$ cat src/logic/pfs_defines.svh
// Constants of the power supply fault supervisor: timings, offsets, field positions
`ifndef PFS_DEFINES_SVH
`define PFS_DEFINES_SVH

`define PFS_CLK_MHZ 100
`define PFS_T_OV_US 6
`define PFS_T_UV12_US 6
`define PFS_T_UV5_US 450
`define PFS_T_OC_US 450
`define PFS_T_AUXOV_US 6
`define PFS_T_AUXUV_US 500
`define PFS_T_PG_MS 250
`define PFS_T_AUXEN_MS 64
`define PFS_T_RETRY_S 1
`define PFS_US2CYC(t) ((t) * `PFS_CLK_MHZ)
`define PFS_MS2CYC(t) ((t) * 1000 * `PFS_CLK_MHZ)
`define PFS_S2CYC(t) ((t) * 1000000 * `PFS_CLK_MHZ)
`define PFS_PON_DEB_CYC 200000
`define PFS_WARN_CYC 100000
`define PFS_MAIN_BLANK_CYC 1000000
`define PFS_AUX_BLANK_CYC 1000000

`define PFS_OFS_CTRL 4'h0
`define PFS_OFS_STATUS 4'h4
`define PFS_OFS_INT_STAT 4'h8
`define PFS_OFS_INT_MASK 4'hc

`define PFS_CTRL_W 5
`define PFS_CTRL_RST 5'h00
`define PFS_CTRL_BOUNCE 0
`define PFS_CTRL_OV12_DIS 1
`define PFS_CTRL_OV5_DIS 2
`define PFS_CTRL_AUX_3V3 3
`define PFS_CTRL_OCP_3V3 4

`define PFS_EV_W 6
`define PFS_EV_RST 6'h00
`define PFS_EV_OV 0
`define PFS_EV_UVOC 1
`define PFS_EV_AUX_OV 2
`define PFS_EV_AUX_UV 3
`define PFS_EV_PG_RISE 4
`define PFS_EV_PG_FALL 5

`define PFS_RAIL_P5 1
`define PFS_RAIL_P12 3
`define PFS_RAIL_12_FIRST 3
`define PFS_CMP_RST 19'h00001

`endif

$ cat src/logic/pfs_pkg.sv
// Types shared by the power supply fault supervisor
package pfs_pkg;
   typedef enum logic [2:0] {
      ST_OFF = 3'h0,
      ST_BLANK = 3'h1,
      ST_RUN = 3'h3,
      ST_WARN = 3'h2,
      ST_FAULT = 3'h6,
      ST_RETRY = 3'h7
   } pfs_state_e;

   // Rails: 0 3.3V, 1 +5V, 2 -5V, 3 +12V, 4 -12V
   typedef struct packed {
      logic [4:0] uv;
      logic [4:0] ov;
      logic oc_12v;
      logic oc_5v;
      logic oc_3v3;
      logic aux_uv;
      logic aux_ov;
      logic mains_ok;
      logic power_on_request;
      logic supply_undervoltage_lockout;
   } pfs_cmp_s;

   typedef logic [3:0] pfs_addr_t;
endpackage

$ cat src/logic/pfs_supervisor.sv
// Power supply fault supervisor and power-good sequencer
//
// Decided for this implementation: the register addresses and the address-and-strobe port.
`timescale 1ns/1ps
`include "pfs_defines.svh"
module pfs_supervisor import pfs_pkg::*; #(
   parameter int unsigned P_UV5_CYC = `PFS_US2CYC(`PFS_T_UV5_US),
   parameter int unsigned P_OC_CYC = `PFS_US2CYC(`PFS_T_OC_US),
   parameter int unsigned P_AUXUV_CYC = `PFS_US2CYC(`PFS_T_AUXUV_US),
   parameter int unsigned P_PG_CYC = `PFS_MS2CYC(`PFS_T_PG_MS),
   parameter int unsigned P_AUXEN_CYC = `PFS_MS2CYC(`PFS_T_AUXEN_MS),
   parameter int unsigned P_RETRY_CYC = `PFS_S2CYC(`PFS_T_RETRY_S),
   parameter int unsigned P_PON_DEB_CYC = `PFS_PON_DEB_CYC,
   parameter int unsigned P_WARN_CYC = `PFS_WARN_CYC,
   parameter int unsigned P_MAIN_BLANK_CYC = `PFS_MAIN_BLANK_CYC,
   parameter int unsigned P_AUX_BLANK_CYC = `PFS_AUX_BLANK_CYC
) (
   input wire logic mclk,
   input wire logic arst_n,
   input wire logic ce,
   input wire pfs_cmp_s cmp_in,
   input wire pfs_addr_t addr,
   input wire logic [31:0] wr_data,
   input wire logic wr_stb,
   input wire logic rd_stb,
   output logic [31:0] rd_data,
   output logic main_fault,
   output logic aux_fault,
   output logic aux_duty_pulldown,
   output logic power_good,
   output logic aux_thr_3v3,
   output logic irq
);
   localparam logic [31:0] OV_CYC = 32'(`PFS_US2CYC(`PFS_T_OV_US));
   localparam logic [31:0] UV12_CYC = 32'(`PFS_US2CYC(`PFS_T_UV12_US));
   localparam logic [31:0] AUXOV_CYC = 32'(`PFS_US2CYC(`PFS_T_AUXOV_US));

   pfs_cmp_s meta_reg;
   pfs_cmp_s cmp_s;
   pfs_state_e state_reg;
   pfs_state_e state_next;
   logic [`PFS_CTRL_W-1:0] ctrl_reg;
   logic [`PFS_CTRL_W-1:0] ctrl_next;
   logic [`PFS_EV_W-1:0] int_stat_reg;
   logic [`PFS_EV_W-1:0] int_stat_next;
   logic [`PFS_EV_W-1:0] int_mask_reg;
   logic [`PFS_EV_W-1:0] int_mask_next;
   logic [`PFS_EV_W-1:0] ev;
   logic pon_stable_reg;
   logic pon_stable_next;
   logic main_fault_next;
   logic aux_fault_next;
   logic power_good_next;
   logic [31:0] rd_word;
   logic [4:0] ov_mask;
   logic [4:0] uv_q;
   logic supply_undervoltage_lockout_s;
   logic mains_ok_s;
   logic ov_q;
   logic oc_mon;
   logic oc_q;
   logic uvoc_q;
   logic aux_ov_q;
   logic aux_uv_q;
   logic aux_en_done;
   logic aux_blank_done;
   logic deb_done;
   logic blank_done;
   logic pg_done;
   logic retry_done;
   logic warn_done;
   logic main_live;
   logic main_halt;
   logic hit_ctrl;
   logic hit_status;
   logic hit_istat;
   logic hit_imask;

   // Analog comparator results are asynchronous to mclk
   always_ff @(posedge mclk or negedge arst_n) begin
      if (!arst_n) begin
         meta_reg <= pfs_cmp_s'(`PFS_CMP_RST);
         cmp_s <= pfs_cmp_s'(`PFS_CMP_RST);
      end else if (ce) begin
         meta_reg <= cmp_in;
         cmp_s <= meta_reg;
      end
   end

   assign supply_undervoltage_lockout_s = cmp_s.supply_undervoltage_lockout;
   assign mains_ok_s = cmp_s.mains_ok;

   // Power request debounce
   pfs_timer u_deb (
      .mclk(mclk),
      .arst_n(arst_n),
      .ce(ce),
      .clr(supply_undervoltage_lockout_s),
      .run(cmp_s.power_on_request != pon_stable_reg),
      .limit(P_PON_DEB_CYC),
      .done(deb_done)
   );
   assign pon_stable_next = supply_undervoltage_lockout_s ? 1'b0 : (deb_done ? cmp_s.power_on_request : pon_stable_reg);

   // Over-voltage, never blanked
   assign ov_mask[0] = 1'b0;
   assign ov_mask[`PFS_RAIL_P5] = ctrl_reg[`PFS_CTRL_OV5_DIS];
   assign ov_mask[2] = 1'b0;
   assign ov_mask[`PFS_RAIL_P12] = ctrl_reg[`PFS_CTRL_OV12_DIS];
   assign ov_mask[4] = 1'b0;
   pfs_timer u_ov (
      .mclk(mclk),
      .arst_n(arst_n),
      .ce(ce),
      .clr(supply_undervoltage_lockout_s),
      .run(|(cmp_s.ov & ~ov_mask)),
      .limit(OV_CYC),
      .done(ov_q)
   );

   // Per-rail under-voltage persistence; 12V rails are fast
   for (genvar i = 0; i < 5; i++) begin : g_uv
      pfs_timer u_uv (
         .mclk(mclk),
         .arst_n(arst_n),
         .ce(ce),
         .clr(supply_undervoltage_lockout_s),
         .run(cmp_s.uv[i]),
         .limit((i >= `PFS_RAIL_12_FIRST) ? UV12_CYC : P_UV5_CYC),
         .done(uv_q[i])
      );
   end

   assign oc_mon = cmp_s.oc_12v | (ctrl_reg[`PFS_CTRL_OCP_3V3] ? cmp_s.oc_3v3 : cmp_s.oc_5v);
   pfs_timer u_oc (
      .mclk(mclk),
      .arst_n(arst_n),
      .ce(ce),
      .clr(supply_undervoltage_lockout_s),
      .run(oc_mon),
      .limit(P_OC_CYC),
      .done(oc_q)
   );
   assign uvoc_q = (|uv_q) | oc_q;

   // Auxiliary rail
   pfs_timer u_aux_ov (
      .mclk(mclk),
      .arst_n(arst_n),
      .ce(ce),
      .clr(supply_undervoltage_lockout_s),
      .run(cmp_s.aux_ov),
      .limit(AUXOV_CYC),
      .done(aux_ov_q)
   );
   pfs_timer u_aux_en (
      .mclk(mclk),
      .arst_n(arst_n),
      .ce(ce),
      .clr(supply_undervoltage_lockout_s),
      .run(!supply_undervoltage_lockout_s),
      .limit(P_AUXEN_CYC),
      .done(aux_en_done)
   );
   pfs_timer u_aux_blank (
      .mclk(mclk),
      .arst_n(arst_n),
      .ce(ce),
      .clr(supply_undervoltage_lockout_s),
      .run(!supply_undervoltage_lockout_s),
      .limit(P_AUX_BLANK_CYC),
      .done(aux_blank_done)
   );
   // Gating the run input keeps persistence from counting while blanked
   pfs_timer u_aux_uv (
      .mclk(mclk),
      .arst_n(arst_n),
      .ce(ce),
      .clr(supply_undervoltage_lockout_s),
      .run(cmp_s.aux_uv && aux_en_done && aux_blank_done),
      .limit(P_AUXUV_CYC),
      .done(aux_uv_q)
   );

   // Sequencing timers
   pfs_timer u_blank (
      .mclk(mclk),
      .arst_n(arst_n),
      .ce(ce),
      .clr(supply_undervoltage_lockout_s),
      .run(state_reg == ST_BLANK),
      .limit(P_MAIN_BLANK_CYC),
      .done(blank_done)
   );
   pfs_timer u_pg (
      .mclk(mclk),
      .arst_n(arst_n),
      .ce(ce),
      .clr(supply_undervoltage_lockout_s),
      .run(state_reg == ST_RUN && !(|cmp_s.uv) && mains_ok_s),
      .limit(P_PG_CYC),
      .done(pg_done)
   );
   pfs_timer u_retry (
      .mclk(mclk),
      .arst_n(arst_n),
      .ce(ce),
      .clr(supply_undervoltage_lockout_s),
      .run(state_reg == ST_RETRY),
      .limit(P_RETRY_CYC),
      .done(retry_done)
   );
   pfs_timer u_warn (
      .mclk(mclk),
      .arst_n(arst_n),
      .ce(ce),
      .clr(supply_undervoltage_lockout_s),
      .run(state_reg == ST_WARN),
      .limit(P_WARN_CYC),
      .done(warn_done)
   );

   assign main_live = (state_reg == ST_BLANK) || (state_reg == ST_RUN) || (state_reg == ST_WARN);
   assign main_halt = aux_uv_q || aux_fault;

   always_comb begin
      state_next = state_reg;
      case (state_reg)
         ST_OFF: begin
            if (pon_stable_reg && !main_halt) begin
               state_next = ST_BLANK;
            end
         end
         ST_BLANK: begin
            if (ov_q) begin
               state_next = ST_FAULT;
            end else if (main_halt) begin
               state_next = ST_OFF;
            end else if (!pon_stable_reg) begin
               state_next = ST_WARN;
            end else if (blank_done) begin
               state_next = ST_RUN;
            end
         end
         ST_RUN: begin
            if (ov_q) begin
               state_next = ST_FAULT;
            end else if (main_halt) begin
               state_next = ST_OFF;
            end else if (!pon_stable_reg) begin
               state_next = ST_WARN;
            end else if (uvoc_q) begin
               state_next = ctrl_reg[`PFS_CTRL_BOUNCE] ? ST_RETRY : ST_FAULT;
            end
         end
         ST_WARN: begin
            if (ov_q) begin
               state_next = ST_FAULT;
            end else if (warn_done) begin
               state_next = ST_OFF;
            end
         end
         ST_FAULT: begin
            if (!pon_stable_reg) begin
               state_next = ST_OFF;
            end
         end
         ST_RETRY: begin
            if (retry_done) begin
               state_next = ST_OFF;
            end
         end
         default: begin
            state_next = ST_OFF;
         end
      endcase
      if (supply_undervoltage_lockout_s) begin
         state_next = ST_OFF;
      end
   end

   assign aux_fault_next = !supply_undervoltage_lockout_s && (aux_fault || aux_ov_q);
   assign main_fault_next = !main_live || aux_fault || aux_uv_q;
   assign power_good_next = (state_reg == ST_RUN) && pg_done && mains_ok_s && pon_stable_reg
      && !main_halt && !ov_q && !uvoc_q;

   // Events for the interrupt status
   assign ev[`PFS_EV_OV] = ov_q && main_live && (state_next == ST_FAULT);
   assign ev[`PFS_EV_UVOC] = !ov_q && (state_reg == ST_RUN)
      && ((state_next == ST_FAULT) || (state_next == ST_RETRY));
   assign ev[`PFS_EV_AUX_OV] = aux_fault_next && !aux_fault;
   assign ev[`PFS_EV_AUX_UV] = aux_uv_q && !aux_duty_pulldown;
   assign ev[`PFS_EV_PG_RISE] = power_good_next && !power_good;
   assign ev[`PFS_EV_PG_FALL] = !power_good_next && power_good;

   // Register port
   assign hit_ctrl = (addr == `PFS_OFS_CTRL);
   assign hit_status = (addr == `PFS_OFS_STATUS);
   assign hit_istat = (addr == `PFS_OFS_INT_STAT);
   assign hit_imask = (addr == `PFS_OFS_INT_MASK);
   assign ctrl_next = (wr_stb && hit_ctrl) ? wr_data[`PFS_CTRL_W-1:0] : ctrl_reg;
   assign int_mask_next = (wr_stb && hit_imask) ? wr_data[`PFS_EV_W-1:0] : int_mask_reg;
   // An event in the clearing read's cycle survives the clear
   assign int_stat_next = (int_stat_reg & ~{`PFS_EV_W{rd_stb && hit_istat}}) | ev;
   assign rd_word = hit_ctrl ? {27'h0, ctrl_reg}
      : hit_status ? {23'h0, state_reg, pon_stable_reg, mains_ok_s, aux_duty_pulldown,
                      aux_fault, main_fault, power_good}
      : hit_istat ? {26'h0, int_stat_reg}
      : hit_imask ? {26'h0, int_mask_reg}
      : 32'h0;

   always_ff @(posedge mclk or negedge arst_n) begin
      if (!arst_n) begin
         state_reg <= ST_OFF;
         pon_stable_reg <= 1'b0;
         main_fault <= 1'b1;
         aux_fault <= 1'b0;
         aux_duty_pulldown <= 1'b0;
         power_good <= 1'b0;
      end else if (ce) begin
         state_reg <= state_next;
         pon_stable_reg <= pon_stable_next;
         main_fault <= main_fault_next;
         aux_fault <= aux_fault_next;
         aux_duty_pulldown <= aux_uv_q;
         power_good <= power_good_next;
      end
   end

   always_ff @(posedge mclk or negedge arst_n) begin
      if (!arst_n) begin
         ctrl_reg <= `PFS_CTRL_RST;
         int_stat_reg <= `PFS_EV_RST;
         int_mask_reg <= `PFS_EV_RST;
         rd_data <= 32'h0;
         irq <= 1'b0;
      end else if (ce) begin
         ctrl_reg <= ctrl_next;
         int_stat_reg <= int_stat_next;
         int_mask_reg <= int_mask_next;
         rd_data <= rd_stb ? rd_word : 32'h0;
         irq <= |(int_stat_reg & int_mask_reg);
      end
   end

   assign aux_thr_3v3 = ctrl_reg[`PFS_CTRL_AUX_3V3];
endmodule // pfs_supervisor

$ cat src/logic/pfs_timer.sv
// Persistence timer: counts while run is high, saturates at the limit
`timescale 1ns/1ps
module pfs_timer (
   input wire logic mclk,
   input wire logic arst_n,
   input wire logic ce,
   input wire logic clr,
   input wire logic run,
   input wire logic [31:0] limit,
   output logic done
);
   logic [31:0] cnt_reg;
   logic [31:0] cnt_next;

   assign done = (cnt_reg >= limit);
   // Any drop of run restarts the count, so only an unbroken level qualifies
   assign cnt_next = (clr || !run) ? 32'h0 : (done ? cnt_reg : cnt_reg + 32'h1);

   always_ff @(posedge mclk or negedge arst_n) begin
      if (!arst_n) begin
         cnt_reg <= 32'h0;
      end else if (ce) begin
         cnt_reg <= cnt_next;
      end
   end
endmodule // pfs_timer

$ cat config.mk
export PLATFORM = sky130hd
export DESIGN_NAME = pfs_supervisor
export DESIGN_NICKNAME = d
export VERILOG_FILES = /design/src/logic/pfs_pkg.sv /design/src/logic/pfs_supervisor.sv /design/src/logic/pfs_timer.sv
export VERILOG_INCLUDE_DIRS = /design/src /design/src/logic
export SDC_FILE = /design/constraint.sdc
export NUM_CORES = 1
export LEC_CHECK = 0
export ABC_CLOCK_PERIOD_IN_PS = 2800
export BUFFER_PORTS_ARGS = -buffer_cell sky130_fd_sc_hd__buf_2
export CAP_MARGIN = 20
export CORE_ASPECT_RATIO = 0.9
export CORE_MARGIN = 2
export CORE_UTILIZATION = 51
export CTS_CLUSTER_SIZE = 30
export DETAILED_ROUTE_END_ITERATION = 16
export PLACE_DENSITY = 0.68
export SETUP_SLACK_MARGIN = 0.3
export SLEW_MARGIN = 20
export SYNTH_ARGS = -nofsm -noshare
export SYNTH_HDL_FRONTEND = slang
export SYNTH_SLANG_ARGS = --single-unit
export TNS_END_PERCENT = 30
$ cat constraint.sdc
create_clock -name mclk -period 2.8 [get_ports mclk]
set_clock_uncertainty 0.1 [all_clocks]
set_input_delay 0.28 -clock mclk [delete_from_list [all_inputs] [get_ports mclk]]
set_output_delay 0.28 -clock mclk [all_outputs]
set_load 0.005 [all_outputs]
**Word level (Yosys, flattened, before mapping)**

Cells that the tools add are included.

- Flip-flop bits (word level): 606
- Bits of input ports: 59
- Output and inout bits: 38

- Add/sub/neg operators: 16
- Magnitude comparators: 16
- Eq/ne operators: 27
- Mux-type cells: 56
- Bitwise logic cells: 8
- Reductions and logical operators: 94

Operator list:

| kind | count |
|---|---|
| $mux 32 | 32 |
| $add 32x1->32 const B | 16 |
| $ge 32x16->1 const B | 5 |
| $ge 32x10->1 const B | 4 |
| $ge 32x20->1 const B | 2 |
| $mux 3 | 14 |
| $reduce_and 2->1 | 19 |
| $ge 32x17->1 const B | 1 |
| $ge 32x18->1 const B | 1 |
| $ge 32x23->1 const B | 1 |
| $ge 32x25->1 const B | 1 |
| $ge 32x27->1 const B | 1 |
| $mux 9 | 3 |
| $logic_not 1->1 | 24 |
| $logic_and 1x1->1 | 23 |
| $logic_or 1x1->1 | 21 |
| $ne 2x2->1 const B | 10 |
| $pmux 3 s6 | 1 |
| $reduce_or 5->1 | 3 |
| $and 6x6->6 | 2 |
| $eq 3x3->1 const B | 4 |
| $mux 6 | 2 |
| $ne 2x1->1 const B | 6 |
| $eq 4x4->1 const B | 2 |
| other kinds (14) | 19 |

**Longest topological paths before layout**

Gate-level depths: netlist (run 1).

- Word-level depth: 13
- Mapped depth: 9

**Hierarchy**

Synthesis (run 1) repeated with hierarchy kept, for this count alone.

- Cells, all modules: 5900
- Area, all modules: 50083.0 µm²

Modules (own cells, without submodules):

| module | instances | cells an instance | area each (µm²) | sequential area each (µm²) |
|---|---|---|---|---|
| pfs_timer | 16 | 351 | 2917.8 | 800.8 |
| pfs_supervisor | 1 | 284 | 3398.3 | 1780.5 |

**Worst setup path after synthesis (run 1)**

Ideal clock, no wire load.

- Path type: reg2reg
- Start: register u_retry.cnt_reg[10]
- End: register u_retry.cnt_reg[22]
- Library setup time: 0.127 ns
- Arrival time: 2.126 ns
- Setup slack: 0.447 ns
- Cell stages (with the launch flop): 8
- Period minus slack after synthesis: 2.353 ns
- Cells stage by stage: dfrtp_1 > or4_1 > o311a_1 > o22ai_4 > o21ai_4 > nor2_2 > nand3_1 > mux2_1

- Cells in the longest elaborated chain, start to end: 3
- Elaborated cells on any way between the ends: 6
- Those cells by class: 1 x add/sub; 1 x order compare; 1 x eq/ne; 2 x mux; 1 x reduce/logical

Ends and longest elaborated chain:

| element | RTL line | text |
|---|---|---|
| start: declaration | pfs_timer.sv:12 | `logic [31:0] cnt_reg;` |
| start signal: assignment | pfs_timer.sv:23 | `cnt_reg <= cnt_next;` |
| $add 32x1->32 / $ge 32x27->1 (equally long branches) | pfs_timer.sv:17, pfs_timer.sv:15 |  |
| $mux 32 / $ne 2x2->1 (equally long branches) | - |  |
| $mux 32 / $reduce_and 2->1 (equally long branches) | - |  |

Parallel ways exist; a longest one is shown, timed or not. The select of a mux whose other input is x is not followed.
A chain may end at the register's enable or synchronous reset.

**Worst setup path after layout (run 1)**

Same ends and word-level chain as after synthesis.

==> results of run 1 <==
-- cells by family after synthesis --
group / share of synthesized area (%)
and+or+nand+nor: 24.05
DFF: 53.87
AOI/OAI and AO/OA: 10.37
buffers and inverters: 3.141
xor gates and xnor gates: 4.979
muxes: 2.101
adders and majority gates: 1.478
other: 0.01384
-- worst max-delay path, delay by kind of cell, from the launching register on --
kind	cells	cell delay (ns)
simple gates	3	0.80
flops	1	0.45
mux	1	0.32
compound gates	3	0.69
-- synth_stat cells, types with 23 or more instances --
master / instances
nor2b_1: 99
and2_1: 104
a31oi_1: 47
or3_1: 36
dfrtp_1: 580
xor2_1: 72
o21ai_0: 102
nor2_1: 345
buf_4: 23
a21oi_1: 85
nand4_1: 97
nand2_1: 194
and3_1: 61
ha_1: 32
mux2_2: 46
xnor2_1: 82
clkbuf_1: 87
nor3_1: 62
nor4_1: 91
inv_1: 74
nand3_1: 110
-- routing by layer --
| metal | wire length (microns) | global-route usage (%) | vias to the layer above | part of all wire (%) |
|---|---|---|---|---|
| met4 | 1130 | 5.344 | 4 | 1.9 |
| li1 | - | - | 9799 | - |
| met1 | 28670 | 33.59 | 10300 | 47 |
| met3 | 3029 | 3.829 | 83 | 5.0 |
| met5 | 27 | 0 | - | 0.045 |
| met2 | 27570 | 33.57 | 446 | 46 |
-- power groups by stage --
stage / Combinational, mW / Clock (mW) / Sequential [mW]
floorplan: 0.940 / 0 / 9.05
global placement: 1.44 / 0 / 9.15
detailed placement: 1.48 / 0 / 9.17
CTS: 1.53 / 8.58 / 9.01
global route: 1.73 / 8.94 / 9.06
finish: 1.53 / 8.39 / 9.02
-- layout by cell type, fill, tap and decap left out, types with 8 or more instances in the layout --
master and instances:
mux2_2 46, and3_1 60, nor4_2 15, clkinv_2 10, nor3_1 61, clkbuf_16 59
conb_1 23, buf_2 45, a21o_1 8, nor2_1 342, o211ai_1 19, a41oi_1 12
a21oi_1 80, o2bb2ai_1 11, buf_12 8, and2_1 103, nand4_1 97, nor4_1 76
or3_1 35, buf_4 84, and4_1 17, ha_1 32, a31oi_1 47, a32o_1 10
inv_1 74, xor2_1 72, bufinv_16 9, xnor2_1 82, or4_1 15, dfrtp_1 578
o21a_1 18, clkbuf_8 15, nand2_1 193, dlygate4sd3_1 26, nand3_1 109, o31ai_1 20
o21ai_0 101, nor2b_1 98
-- final timing paths --
kind,to,cells past startpoint,start
setup / recovery,u_retry.cnt_reg[22],7,u_retry.cnt_reg[10]
hold / removal,supply_undervoltage_lockout_s,4,ce
setup reg to reg,u_retry.cnt_reg[22],7,u_retry.cnt_reg[10]
hold reg to reg,u_aux_uv.cnt_reg[16],1,u_aux_uv.cnt_reg[16]
max in group asynchronous,g_uv[4].u_uv.cnt_reg[16],3,arst_n
min in group asynchronous,u_deb.cnt_reg[4],2,arst_n
-- area by class of cell --
| class | instances | area share (%) |
|---|---|---|
| clock buffer | 81 | 5.493 |
| sequential | 583 | 46.90 |
| multi-input combinational | 1945 | 38.52 |
| tap | 697 | 2.803 |
| inverter | 75 | 0.9047 |
| timing repair buffer | 165 | 4.186 |
| clock inverter | 25 | 1.194 |
-- stage by stage --
stage               instance area, sq um  utilization (%)
floorplan                          27170                -
global placement                   28460            53.95
detailed placement                 28460            53.95
CTS                                30830            58.44
global route                       31120            58.99
finish                             31120            58.99
-- what timing repair did --
item	4_1_cts	5_1_grt
setup buffers	1	9
endpoints found under the setup margin	13	106
hold buffers	26	0
pin swaps	1	16
resized for setup	5	44
endpoints found under the hold margin	105	0
==> metrics, run 1 <==
VDD IR-drop max 0.0004826 V; Synthesis Warnings 0; Main synth FF type dfrtp_1; overall power 18.94 mW; pre-CTS WS 0.2064 ns; worst hold slack 0.06972 ns; Worst-Skew Late Latency 0.62 ns; Slew Limit Headroom 47.57%; cells after synthesis 2705; final hold vios 0; worst reg2reg setup slack 0.32 ns; Startpoint Class register; net switching power 4.628 mW; Reg area 0.01460 sq mm; Cells after DPL 3429; GRT Util Overall 22.28%; Fill cells 4370; Core Area 0.05275 sq mm; status finished, final reports clean; slowest CP cell or4_1; Die Wd 246.9 microns; CP Class reg2reg; Port Buf Inserts 47; TritonRoute pass-1 iters 7; Reg clk slew, reported paths 0.06 ns; Seq pwr share 47.6%; worst hold path class in2reg; Tmin final 2.479 ns; largest net degree at the start of global routing 116; die area 0.05498 sq mm; Initial Utilization 51.36%; post-synth top area share 53.57%; required time worst endpoint 3.19 ns; Post-Syn Area per Cell 10.02 sq um; final WL 60430 microns; multi-input combinational cell area 0.01199 sq mm; setup violators final 0; Least-Margin Pin Slew 0.7793 ns; row count 80; LEAKAGE 14.05 nW; Worst EP arrival 2.87 ns; mapped cell area 0.02709 sq mm; CTS tree done; Non-Filler Instances 3571; top post-synthesis cells by area dfrtp_1, nor2_1, nand2_1; n_diodes 0; Wirelength per Cell 16.92 microns; crit path capture type register; Nets 2920; final worst slack 0.3213 ns; Slowest Stage Delay on Critical Path 0.53 ns; Clk pwr share 44.3%; max reg flops 160; final worst-path cycle share 88.53%; Num CTS Buffers 59; Power Dens Cells 608.8 mW/mm^2; root buffer cell clkbuf_16; Layout area overhead 14.86%; initial antenna violation count 3; FFs w/ async S/R, synth 100.0%; vias 20630; combinational share of power 8.1%; I/O Pins 97; Routability Congestion 0.8392; MaxCap Viol Count 0; Yosys reg bits 583; sequential area share after synthesis 53.87%; unrepaired setup endpoints after global routing true; TNS Setup 0 ns; TritonCTS sink count 583; crit-path cells or4_1, o311a_1, o22ai_4, o21ai_4, nor2_4, nand3_1, mux2_1; Clock Path Buffers 3; DRT antenna net count 0; crit path max fanout 9; vias in the first global route 19940; max-slew violations 0; global route total overflow 0; Netlist cell types 81; ratio of cells with drive above 1 in the final layout 12.32%; die extent in y 222.7 microns; htree depth 2; DPL Wire Length 40290 microns; Iter 0 DRT Violations 1523; Avg Vias per Cell 5.777; first-pass GRT wire length 101400 microns; Yosys top cell by area dfrtp_1; fmax 403.4 MHz; EDFF count, synth 0; drt drc 0; Sw Share 24.43%; P_int 14.32 mW
Note: power is estimated with default switching activity, not from simulation.
==> run 2, diff against run 1 <==
Settings changed: BUFFER_PORTS_ARGS -buffer_cell sky130_fd_sc_hd__buf_2 to -buffer_cell sky130_fd_sc_hd__clkbuf_2, TNS_END_PERCENT 30 to default.
==> run 2 against run 1 <==
  * Count of clock-buffer cells in the layout increased by 5
  * Largest cell class unchanged
  * Die area unchanged
  * First-iteration DRC count increased by 5.6%
  * Clock power decreased by 2%
  * Combinational power about the same
  * Cell count increased by 0.42%
  * Sequential power about the same
  * Sequential share of layout area decreased by 0.35 points
  * Design area increased by 0.75%
  * Global-route usage decreased by 0.18 points
  * Wire length increased by 0.64%
==> metrics, run 2 (same netlist as run 1, synthesis figures left out) <==
row count 80; critical path launch point u_retry.cnt_reg[11]; die area 0.05498 sq mm; Clock Path Buffers 3; combinational share of power 8.2%; commonest non-fill, non-tap cells in the layout dfrtp_1, nor2_1, nand2_1, nand3_1, and2_1; Clk pwr share 43.9%; initial antenna violation count 5; worst hold path class in2reg; Iter 0 DRT Violations 1609; TritonCTS sink count 583; CP Capture Point u_retry.cnt_reg[22]; VDD IR-drop max 0.0005687 V; MaxCap Viol Count 0; Tmin final 2.474 ns; TNS Setup 0 ns; Layout area overhead 15.73%; FF-to-FF End u_retry.cnt_reg[22]; final worst-path cycle share 88.36%; TritonRoute pass-1 iters 5; vias 20610; crit path capture type register; CP Class reg2reg; Wirelength per Cell 16.96 microns; Core Area 0.05275 sq mm; Least-Margin Pin Slew 0.7735 ns; GRT Util Overall 22.10%; LEAKAGE 14.18 nW; final WL 60820 microns; DRT antenna net count 0; I/O Pins 97; htree depth 2; DPL Wire Length 40500 microns; Power Dens Cells 599.6 mW/mm^2; fmax 404.2 MHz; P_int 14.19 mW; Routability Congestion 0.8707; unrepaired setup endpoints after global routing true; global route total overflow 0; max reg flops 160; largest net degree at the start of global routing 90; final worst slack 0.3260 ns; crit path max fanout 6; CTS tree done; overall power 18.80 mW; HP Start ce; Avg Vias per Cell 5.748; most common cell after layout, fill and taps aside dfrtp_1; setup violators final 0; RR Startpoint u_retry.cnt_reg[11]; Startpoint Class register; pre-CTS WS 0.1262 ns; drt drc 0; Worst EP arrival 2.87 ns; ratio of cells with drive above 1 in the final layout 12.92%; Port Buf Inserts 47; Reg clk slew, reported paths 0.06 ns; status finished, final reports clean; Num CTS Buffers 59; Initial Utilization 51.36%; net switching power 4.608 mW; worst reg2reg setup slack 0.33 ns; Sw Share 24.51%; max-slew violations 0; required time worst endpoint 3.19 ns; Worst R2R Path Depth 7; final hold vios 0; vias in the first global route 20170; first-pass GRT wire length 100800 microns; Nets 2929; root buffer cell clkbuf_16; Slew Limit Headroom 48.04%; Seq pwr share 48.0%; die extent in y 222.7 microns; Worst-Skew Late Latency 0.62 ns; Die Wd 246.9 microns
## run 2: cell types whose count changed in the layout (fill, tap and decap cells not counted), sizes merged
| cell | before | now |
|---|---|---|
| clkbuf | 81 | 131 |
| inv | 77 | 75 |
| clkinv | 11 | 13 |
| buf | 139 | 103 |
| clkinvlp | 3 | 5 |
| diode | 0 | 2 |
| bufinv | 9 | 6 |
## run 2: cell type report
type / instances / area (sq um)
diodes: 2 / 5.005
clock buffers: 86 / 1780
clock inverters: 24 / 286.5
fillers: 4338 / 21400
inverters: 75 / 281.5
multi-input cells: 1945 / 12090
flip-flops and latches: 583 / 14590
well taps: 697 / 872.1
repair buffers: 174 / 1439
## run 2: power by group through the flow
stage | combinational (mW) | clock [mW] | sequential (mW)
6_report | 1.54 | 8.24 | 9.02
5_1_grt | 1.73 | 8.80 | 9.06
4_1_cts | 1.53 | 8.45 | 9.01
3_5_place_dp | 1.48 | 0 | 9.17
3_3_place_gp | 1.44 | 0 | 9.14
2_1_floorplan | 0.940 | 0 | 9.05
## run 2: per-stage QoR
| stage | util [%] | cell area, sq um | std cells | hold WS, ns |
|---|---|---|---|---|
| after CTS | 58.48 | 30850 | 3566 | 0.04504 |
| after detailed placement | 53.97 | 28470 | 3425 | 0.1825 |
| final | 59.43 | 31350 | 3586 | 0.08923 |
| after global routing | 59.43 | 31350 | 3585 | 0.09664 |
| after floorplan | - | 27170 | 2727 | -0.1156 |
| after global placement | 53.97 | 28470 | 3425 | 0.1784 |
## run 2: worst min-delay path by stage
stage	end	slack [ns]	depth (start not counted)
2_1_floorplan	aux_duty_pulldown	-0.12	0
3_3_place_gp	u_aux_blank.cnt_reg[9]	0.18	1
3_5_place_dp	u_aux_blank.cnt_reg[9]	0.18	1
4_1_cts	rd_data[0]	0.05	4
5_1_grt	cmp_s[9]	0.1	4
6_report	cmp_s[11]	0.09	4
## run 2: metal layers
metal / track usage, % / vias up / wire length [microns] / share of wire [%]
li1: - / 9815 / - / -
met1: 32.22 / 10250 / 28170 / 46
met2: 34.16 / 459 / 28060 / 46
met3: 4.119 / 85 / 3417 / 5.6
met4: 5.597 / 6 / 1133 / 1.9
met5: 0 / - / 37 / 0.061
## run 2: repair_timing
action / CTS / global route
gates resized for setup: 6 / 67
hold buffers: 26 / 0
setup endpoints to repair: 17 / 94
setup buffers: 5 / 18
pin swaps: 2 / 30
endpoints found under the hold margin: 138 / 0
## run 2: worst max-delay path, stage by stage, from the launching register on
cell     delay [ns]
dfrtp_1        0.43
or4_1          0.54
o311a_1        0.38
o22ai_4        0.19
o21ai_4        0.15
nor2_4         0.15
nand3_1        0.10
mux2_1         0.32
